### src/common/ddf_pkg.sv
// Purpose: Shared constants for the drive input function decoder
// Assumes: 250 MHz clk_i, classic Wishbone register access
// Notes: Function codes are the values software writes per input
package ddf_pkg;
  localparam int NUM_DI = 8;
  localparam int NUM_FN = 15;
  localparam int CODE_W = 8;
  localparam int POS_W = 32;

  // Control modes
  typedef enum logic [1:0] {
    MODE_PULSE = 2'h0,
    MODE_PATH = 2'h1,
    MODE_S = 2'h3,
    MODE_T = 2'h2
  } ddf_mode_t;

  // Function slots inside the decoded level vector
  localparam int FN_SERVO_ENABLE = 0;
  localparam int FN_ALARM_RESET = 1;
  localparam int FN_GAIN_BOOST = 2;
  localparam int FN_PULSE_CLEAR = 3;
  localparam int FN_ZERO_CLAMP = 4;
  localparam int FN_PATH_TRIGGER = 5;
  localparam int FN_TORQUE_LIMIT = 6;
  localparam int FN_POS_LATCH = 7;
  localparam int FN_POS_REBASE = 8;
  localparam int FN_PATH_SEL0 = 9;

  // Function code per slot; 0x07 and unlisted codes decode to nothing
  localparam logic [CODE_W-1:0] FN_CODE [NUM_FN] = '{
    8'h01, 8'h02, 8'h03, 8'h04, 8'h05, 8'h08, 8'h09, 8'h0C, 8'h0D,
    8'h11, 8'h12, 8'h13, 8'h1A, 8'h1B, 8'h1C
  };

  // Register byte offsets
  localparam logic [7:0] REG_FUNC_BASE = 8'h00;
  localparam logic [7:0] REG_CTRL = 8'h20;
  localparam logic [7:0] REG_ZSPD = 8'h24;
  localparam logic [7:0] REG_GAIN = 8'h28;
  localparam logic [7:0] REG_TRQ = 8'h2C;
  localparam logic [7:0] REG_CLR_MASK = 8'h30;
  localparam logic [7:0] REG_STATUS = 8'h34;
  localparam logic [7:0] REG_FAULT = 8'h38;

  // Control register fields
  localparam int CTRL_MODE_LSB = 0;
  localparam int CTRL_GSEL_LSB = 4;
  localparam int CTRL_CLRM_LSB = 8;
  localparam int CTRL_TSRC_BIT = 12;
  localparam logic [1:0] GAIN_SEL_DI = 2'h1;
  localparam logic [1:0] CLR_MODE_LEVEL = 2'h0;

  // Reset values
  localparam logic [31:0] CTRL_RST = 32'h0000_0000;
  localparam logic [15:0] ZSPD_RST = 16'h000A;
  localparam logic [15:0] GAIN_BASE_RST = 16'h0064;
  localparam logic [7:0] GAIN_RATE_RST = 8'h01;
  localparam logic [15:0] TRQ_RST = 16'h0064;
  localparam logic [7:0] CLR_MASK_RST = 8'hFF;
endpackage

### src/logic/ddf_func_map.sv
// Purpose: Maps the discrete inputs onto per-function levels
// Assumes: inputs already synchronous to clk_i
// Notes: Several inputs may carry one code; their levels are ORed
`timescale 1ns/1ps
module ddf_func_map
  import ddf_pkg::*;
(
  input wire logic [NUM_DI-1:0] din_i,
  input wire logic [CODE_W-1:0] code_i [NUM_DI],
  output logic [NUM_FN-1:0] level_o
);
  genvar f;
  generate
    for (f = 0; f < NUM_FN; f++)
    begin : g_fn
      logic [NUM_DI-1:0] hit;
      always_comb
      begin
        for (int d = 0; d < NUM_DI; d++)
          hit[d] = din_i[d] && (code_i[d] == FN_CODE[f]);
      end
      assign level_o[f] = |hit;
    end
  endgenerate
endmodule

### src/logic/ddf_edge_det.sv
// Purpose: Rising-edge detector for each decoded function level
// Assumes: synchronous active-high reset
// Notes: One pulse per inactive-to-active transition
`timescale 1ns/1ps
module ddf_edge_det
  import ddf_pkg::*;
(
  input wire logic clk_i,
  input wire logic rst_i,
  input wire logic [NUM_FN-1:0] level_i,
  output logic [NUM_FN-1:0] rise_o
);
  logic [NUM_FN-1:0] prev_ff;

  always_ff @(posedge clk_i)
  begin
    if (rst_i)
      prev_ff <= '0;
    else
      prev_ff <= level_i;
  end

  assign rise_o = level_i & ~prev_ff;
endmodule

### src/logic/ddf_decoder.sv
// Purpose: Decodes discrete drive inputs into internal drive actions
// Assumes: classic Wishbone slave, 250 MHz clk_i, synchronous inputs
// Notes: All outputs are registered; registers answer one cycle late
//
// How it works
// - Code 0x01 level enables the drive in every mode; release disables.
// - Code 0x02 rising edge clears only clearable faults; others stay latched.
// - Code 0x03 level in pulse, path, speed modes multiplies gain if select 1.
// - Code 0x04 runs clear mode in pulse mode; mode 0 clears while held.
// - Code 0x05 level in speed mode locks position below speed threshold.
// - Code 0x08 rising edge in path mode starts path chosen by sampled bits.
// - Code 0x09 level outside torque mode applies torque limit, else none.
// - Code 0x0C level holds position, ignoring analog command changes.
// - Releasing the latch moves to the present analog command position.
// - Code 0x0D rising edge holds position and rebases coordinates to analog.
// - Six path-select inputs decode into one of 64 path indices.
`timescale 1ns/1ps
module ddf_decoder
  import ddf_pkg::*;
(
  input wire logic clk_i,
  input wire logic rst_i,
  input wire logic wb_cyc_i,
  input wire logic wb_stb_i,
  input wire logic wb_we_i,
  input wire logic [7:0] wb_adr_i,
  input wire logic [3:0] wb_sel_i,
  input wire logic [31:0] wb_dat_i,
  output logic [31:0] wb_dat_o,
  output logic wb_ack_o,
  input wire logic [NUM_DI-1:0] din_i,
  input wire logic [7:0] fault_set_i,
  input wire logic [15:0] motor_speed_i,
  input wire logic [15:0] analog_pos_i,
  input wire logic [15:0] analog_trq_i,
  output logic servo_enable_o,
  output logic [7:0] fault_o,
  output logic [23:0] active_gain_o,
  output logic pulse_count_clear_o,
  output logic zero_clamp_o,
  output logic path_start_o,
  output logic [5:0] path_index_o,
  output logic torque_limit_en_o,
  output logic [15:0] torque_limit_o,
  output logic [POS_W-1:0] position_cmd_o
);
  logic [CODE_W-1:0] func_code_ff [NUM_DI];
  logic [31:0] ctrl_ff;
  logic [15:0] zspd_ff;
  logic [15:0] gain_base_ff;
  logic [7:0] gain_rate_ff;
  logic [15:0] trq_param_ff;
  logic [7:0] clr_mask_ff;
  logic [NUM_FN-1:0] lvl;
  logic [NUM_FN-1:0] rise;
  logic [5:0] path_sel;
  ddf_mode_t mode;
  logic [1:0] gain_sel;
  logic [1:0] clr_mode;
  logic pos_modes;
  logic wb_req;
  logic wb_wr;
  logic [31:0] wmask;
  logic [31:0] status;
  logic [POS_W-1:0] analog_ext;
  logic [POS_W-1:0] offset_ff;
  logic rebase_hold_ff;
  logic ack_ff;
  logic [31:0] rdat_ff;
  logic servo_ff;
  logic [7:0] fault_ff;
  logic [23:0] gain_ff;
  logic gain_up_ff;
  logic clr_ff;
  logic clamp_ff;
  logic start_ff;
  logic [5:0] index_ff;
  logic trq_en_ff;
  logic [15:0] trq_ff;
  logic [POS_W-1:0] pos_ff;

  ddf_func_map u_map (
    .din_i(din_i),
    .code_i(func_code_ff),
    .level_o(lvl)
  );

  ddf_edge_det u_edge (
    .clk_i(clk_i),
    .rst_i(rst_i),
    .level_i(lvl),
    .rise_o(rise)
  );

  assign mode = ddf_mode_t'(ctrl_ff[CTRL_MODE_LSB +: 2]);
  assign gain_sel = ctrl_ff[CTRL_GSEL_LSB +: 2];
  assign clr_mode = ctrl_ff[CTRL_CLRM_LSB +: 2];
  assign pos_modes = (mode != MODE_T);
  assign path_sel = lvl[FN_PATH_SEL0 +: 6];
  assign analog_ext = {{(POS_W-16){analog_pos_i[15]}}, analog_pos_i};

  // Register bus
  assign wb_req = wb_cyc_i && wb_stb_i && !ack_ff;
  assign wb_wr = wb_req && wb_we_i;
  assign wmask = {{8{wb_sel_i[3]}}, {8{wb_sel_i[2]}},
                  {8{wb_sel_i[1]}}, {8{wb_sel_i[0]}}};
  assign status = {4'h0, rebase_hold_ff, index_ff, trq_en_ff,
                   clamp_ff, clr_ff, gain_up_ff, servo_ff, 8'h00,
                   lvl[7:0]};

  always_ff @(posedge clk_i)
  begin
    if (rst_i)
      ack_ff <= 1'b0;
    else
      ack_ff <= wb_req;
  end

  always_ff @(posedge clk_i)
  begin
    if (rst_i)
      rdat_ff <= 32'h0000_0000;
    else if (wb_req && !wb_we_i)
    begin
      if (wb_adr_i < REG_CTRL && wb_adr_i[1:0] == 2'h0)
        rdat_ff <= {24'h000000, func_code_ff[wb_adr_i[4:2]]};
      else
        case (wb_adr_i)
          REG_CTRL: rdat_ff <= ctrl_ff;
          REG_ZSPD: rdat_ff <= {16'h0000, zspd_ff};
          REG_GAIN: rdat_ff <= {8'h00, gain_rate_ff, gain_base_ff};
          REG_TRQ: rdat_ff <= {16'h0000, trq_param_ff};
          REG_CLR_MASK: rdat_ff <= {24'h000000, clr_mask_ff};
          REG_STATUS: rdat_ff <= status;
          REG_FAULT: rdat_ff <= {24'h000000, fault_ff};
          default: rdat_ff <= 32'h0000_0000;
        endcase
    end
  end

  genvar d;
  generate
    for (d = 0; d < NUM_DI; d++)
    begin : g_code
      always_ff @(posedge clk_i)
      begin
        if (rst_i)
          func_code_ff[d] <= 8'h00;
        else if (wb_wr && wb_sel_i[0] && wb_adr_i == REG_FUNC_BASE + 8'(4*d))
          func_code_ff[d] <= wb_dat_i[7:0];
      end
    end
  endgenerate

  always_ff @(posedge clk_i)
  begin
    if (rst_i)
    begin
      ctrl_ff <= CTRL_RST;
      zspd_ff <= ZSPD_RST;
      gain_base_ff <= GAIN_BASE_RST;
      gain_rate_ff <= GAIN_RATE_RST;
      trq_param_ff <= TRQ_RST;
      clr_mask_ff <= CLR_MASK_RST;
    end
    else if (wb_wr)
    begin
      case (wb_adr_i)
        REG_CTRL: ctrl_ff <= (ctrl_ff & ~wmask) | (wb_dat_i & wmask);
        REG_ZSPD:
          zspd_ff <= (zspd_ff & ~wmask[15:0]) | (wb_dat_i[15:0] & wmask[15:0]);
        REG_GAIN:
        begin
          gain_base_ff <= (gain_base_ff & ~wmask[15:0])
                          | (wb_dat_i[15:0] & wmask[15:0]);
          if (wb_sel_i[2])
            gain_rate_ff <= wb_dat_i[23:16];
        end
        REG_TRQ:
          trq_param_ff <= (trq_param_ff & ~wmask[15:0])
                          | (wb_dat_i[15:0] & wmask[15:0]);
        REG_CLR_MASK:
          if (wb_sel_i[0])
            clr_mask_ff <= wb_dat_i[7:0];
        default: ;
      endcase
    end
  end

  // Drive actions
  always_ff @(posedge clk_i)
  begin
    if (rst_i)
      servo_ff <= 1'b0;
    else
      servo_ff <= lvl[FN_SERVO_ENABLE];
  end

  // A new fault in the clearing cycle survives the clear
  always_ff @(posedge clk_i)
  begin
    if (rst_i)
      fault_ff <= 8'h00;
    else if (rise[FN_ALARM_RESET])
      fault_ff <= (fault_ff & ~clr_mask_ff) | fault_set_i;
    else
      fault_ff <= fault_ff | fault_set_i;
  end

  always_ff @(posedge clk_i)
  begin
    if (rst_i)
    begin
      gain_up_ff <= 1'b0;
      gain_ff <= 24'h000000;
    end
    else if (lvl[FN_GAIN_BOOST] && pos_modes && gain_sel == GAIN_SEL_DI)
    begin
      gain_up_ff <= 1'b1;
      gain_ff <= gain_base_ff * gain_rate_ff;
    end
    else
    begin
      gain_up_ff <= 1'b0;
      gain_ff <= {8'h00, gain_base_ff};
    end
  end

  // Other clear modes act once per edge
  always_ff @(posedge clk_i)
  begin
    if (rst_i)
      clr_ff <= 1'b0;
    else if (mode != MODE_PULSE)
      clr_ff <= 1'b0;
    else if (clr_mode == CLR_MODE_LEVEL)
      clr_ff <= lvl[FN_PULSE_CLEAR];
    else
      clr_ff <= rise[FN_PULSE_CLEAR];
  end

  always_ff @(posedge clk_i)
  begin
    if (rst_i)
      clamp_ff <= 1'b0;
    else
      clamp_ff <= (mode == MODE_S) && lvl[FN_ZERO_CLAMP]
                  && (motor_speed_i < zspd_ff);
  end

  always_ff @(posedge clk_i)
  begin
    if (rst_i)
    begin
      start_ff <= 1'b0;
      index_ff <= 6'h00;
    end
    else
    begin
      start_ff <= (mode == MODE_PATH) && rise[FN_PATH_TRIGGER];
      if ((mode == MODE_PATH) && rise[FN_PATH_TRIGGER])
        index_ff <= path_sel;
    end
  end

  always_ff @(posedge clk_i)
  begin
    if (rst_i)
    begin
      trq_en_ff <= 1'b0;
      trq_ff <= 16'h0000;
    end
    else
    begin
      trq_en_ff <= pos_modes && lvl[FN_TORQUE_LIMIT];
      if (!(pos_modes && lvl[FN_TORQUE_LIMIT]))
        trq_ff <= 16'h0000;
      else if (ctrl_ff[CTRL_TSRC_BIT])
        trq_ff <= analog_trq_i;
      else
        trq_ff <= trq_param_ff;
    end
  end

  // Rebase hold runs from the edge until the input drops
  always_ff @(posedge clk_i)
  begin
    if (rst_i)
      rebase_hold_ff <= 1'b0;
    else if (rise[FN_POS_REBASE])
      rebase_hold_ff <= 1'b1;
    else if (!lvl[FN_POS_REBASE])
      rebase_hold_ff <= 1'b0;
  end

  // Offset tracks the analog input while held, so the motor stays put
  always_ff @(posedge clk_i)
  begin
    if (rst_i)
      offset_ff <= '0;
    else if (rise[FN_POS_REBASE] || rebase_hold_ff)
      offset_ff <= analog_ext - pos_ff;
  end

  always_ff @(posedge clk_i)
  begin
    if (rst_i)
      pos_ff <= '0;
    else if (lvl[FN_POS_LATCH] || rise[FN_POS_REBASE] || rebase_hold_ff)
      pos_ff <= pos_ff;
    else
      pos_ff <= analog_ext - offset_ff;
  end

  assign wb_ack_o = ack_ff;
  assign wb_dat_o = rdat_ff;
  assign servo_enable_o = servo_ff;
  assign fault_o = fault_ff;
  assign active_gain_o = gain_ff;
  assign pulse_count_clear_o = clr_ff;
  assign zero_clamp_o = clamp_ff;
  assign path_start_o = start_ff;
  assign path_index_o = index_ff;
  assign torque_limit_en_o = trq_en_ff;
  assign torque_limit_o = trq_ff;
  assign position_cmd_o = pos_ff;

  logic [7:0] keep_faults;
  assign keep_faults = fault_ff & ~clr_mask_ff;
endmodule

### config.mk
export PLATFORM = sky130hd
export DESIGN_NAME = ddf_decoder
export DESIGN_NICKNAME = d
export VERILOG_FILES = /design/src/common/ddf_pkg.sv /design/src/logic/ddf_func_map.sv /design/src/logic/ddf_edge_det.sv /design/src/logic/ddf_decoder.sv
export SDC_FILE = /design/constraint.sdc
export NUM_CORES = 1
export LEC_CHECK = 0
export BUFFER_PORTS_ARGS = -buffer_cell sky130_fd_sc_hd__clkbuf_2
export CAP_MARGIN = 20
export CORE_ASPECT_RATIO = 0.6
export CORE_MARGIN = 3
export CORE_UTILIZATION = 55
export CTS_CLUSTER_DIAMETER = 80
export DETAILED_ROUTE_END_ITERATION = 16
export HOLD_SLACK_MARGIN = 0.08
export PLACE_DENSITY = 0.78
export SYNTH_ARGS = -nofsm -noshare
export SYNTH_HDL_FRONTEND = slang
export SYNTH_HIERARCHICAL = 1
export SYNTH_SLANG_ARGS = --single-unit
### constraint.sdc
create_clock -name clk_i -period 5.3 [get_ports clk_i]
set_clock_uncertainty 0.2 [all_clocks]
set_input_delay 1.06 -clock clk_i [delete_from_list [all_inputs] [get_ports clk_i]]
set_output_delay 1.06 -clock clk_i [all_outputs]
set_load 0.02 [all_outputs]
==> summary.txt <==
Status
  – Status: complete, no violations

Route
  – Number of vias per cell: about 6.3
  – Iteration-0 DRC Markers: 2779
  – 1st-pass router iterations: 6
  – DRC Markers: 0
  – Drt total wl: between 70000 and 80000 um
  – Vias: between 20000 and 25000
  – Routed Antenna Nets: 0
  – Routed len/inst: ~23 um

Timing
  – RSZ-0062 raised after global routing: true
  – Final Max Tran Viols: 0
  – Hold Fails Final Rpt: 0
  – WHS: approximately 0.25 ns
  – Slew headroom: 0.2970
  – Slew @ Worst Pin: around 1.1 ns
  – Tmin final: 5.140 ns
  – Final period util: 0.9698
  – Setup TNS: 0 ns
  – Fmax: around 190 MHz
  – Setup Viol. Count Final: 0

Worst setup path
  – Critical path's top delay family: adder cells
  – Startpoint Class: register
  – Slowest cell on the critical path: fa_1
  – Crit Path Category: reg2reg
  – CP arrival: ~5.5 ns
  – Critical Path End Type: register
  – Crit path buf inv count: 5
  – CP peak stage delay: around 0.53 ns
  – Req. time, crit path: roughly 5.6 ns
  – Crit-path cells: buf_4, and2_1, fa_2, fa_1, inv_1, fa_1, fa_1, inv_1, ha_4, buf_4, o21a_1, o31a_1, o211a_1, o41ai_4, buf_4, o21bai_1, a21oi_2, xnor2_1, nand2_1, a21oi_1
  – Critical path peak fanout: 7

Clock tree
  – Clk_lat worst skew: ~0.61 ns
  – H-tree Lvls: 1
  – CTS tree: done
  – Worst-path clk slew: 0.06 ns
  – Clock Path Buffers: 3
  – Hold Buf Count CTS: 0
  – Clk root buf: clkbuf_16
  – Clock sink count: 322
  – Num CTS Buffers: 31

Power and ir drop
  – Total chip power: around 5.6 mW
  – Static Leak: roughly 11 nW
  – Pwr per Cell Area: 221.0 mW/mm2
  – Peak supply drop: roughly 0.21 mV

Layout
  – Total Nets Final: 3282
  – P&R area growth vs syn: 13.86%
  – Commonest non-fill, non-tap cell in the layout: nand2_1
  – Commonest non-fill, non-tap cells in the layout: nand2_1 (371), dfxtp_1 (311), a21oi_1 (245)
  – Cell Count, Final, Fillers Out: approximately 3500
  – # fillers: about 3400
  – Share of layout cells above drive strength 1: 0.1519

Floorplan
  – Rows: 56
  – Effective utilization at floorplan: 0.5621
  – Die ar.: 0.04276 mm2
  – Vert. Die Dim: about 160 um
  – Die width: 265.0 um
  – Core area: about 0.039 mm2
  – I/O pins: between 200 and 250

Placed design
  – Port bufs: between 200 and 250
  – Routability cong.: 1.094
  – Cell total after placement: 3447
  – DPL Wire Length: approximately 61000 um

Global routing
  – GR Layer Usage met1: 0.5511
  – Met2 Use GR: 0.5133
  – Largest net degree at the start of global routing: 178
  – Gr busiest metal: met1
  – Antenna violations before repair: 2
  – First-pass GRT wire length: around 120000 um
  – Vias in the first global route: around 21000
  – Grt ovf: 0
  – Met3 Use GR: 0.08039
  – GR Util All Layers: 0.3621

Synth
  – Ys Warns: 6
  – Avg Inst Size Synth: about 8 um2
  – Synth Cell Area: 0.02213 mm2
  – Post-Syn Instances: about 2800
  – Syn_nets: around 3100

Min path
  – Hold crit path type: reg2reg

Run
  – Max-cap violations: 0
layout make-up:
cell class	instances	area (um2)	area share
Antenna cell	1	2.502	0.00009930
Clock buffer	39	835.8	0.03317
Clock inverter	15	205.2	0.008143
Inverter	213	799.5	0.03173
Multi-Input combinational cell	2070	14370	0.5702
Sequential cell	322	6462	0.2565
Tap cell	522	653.1	0.02592
Timing Repair Buffer	324	1873	0.07433
worst paths after layout:
| check | start | to | slack [ns] | cells after the start |
|---|---|---|---|---|
| worst max-delay path | register | active_gain_o[15] | 0.16 | 20 |
| worst max register to register | register | active_gain_o[15] | 0.16 | 20 |
| worst min-delay path | offset_ff[12] | offset_ff[12] | 0.25 | 2 |
| worst min register to register | offset_ff[12] | offset_ff[12] | 0.25 | 2 |
repair_timing:
action | in CTS | in global routing
setup buffers | 0 | 2
setup endpoints to repair | 1 | 8
resized for setup | 1 | 29
pin swaps | 0 | 16
tightest hold or removal path: stages (launching register included):
cell and delay (ns):
dfxtp_1 0.31, nand2_1 0.05, a21oi_1 0.05
power by group:
group	switching (mW)	internal (mW)
registers	0.0267	2.45
logic	0.481	0.267
clock network	1.03	1.31
per-stage QoR:
step           cell area, um2  setup WS (ns)    util
2_1_floorplan           22130         0.1931       -
6_report                25200         0.1598  0.6399
4_1_cts                 25060        0.01824  0.6365
3_3_place_gp            24010        0.05506  0.6097
5_1_grt                 25200       -0.01627  0.6399
3_5_place_dp            24010       -0.01719  0.6097
per-layer routing:
| layer | vias to the layer above | routed length (um) |
|---|---|---|
| met5 | - | 13 |
| met4 | 2 | 2261 |
| met3 | 133 | 9273 |
| met2 | 1311 | 32310 |
| met1 | 10660 | 35980 |
| li1 | 9970 | - |
Power figures use the tool's default switching activity.
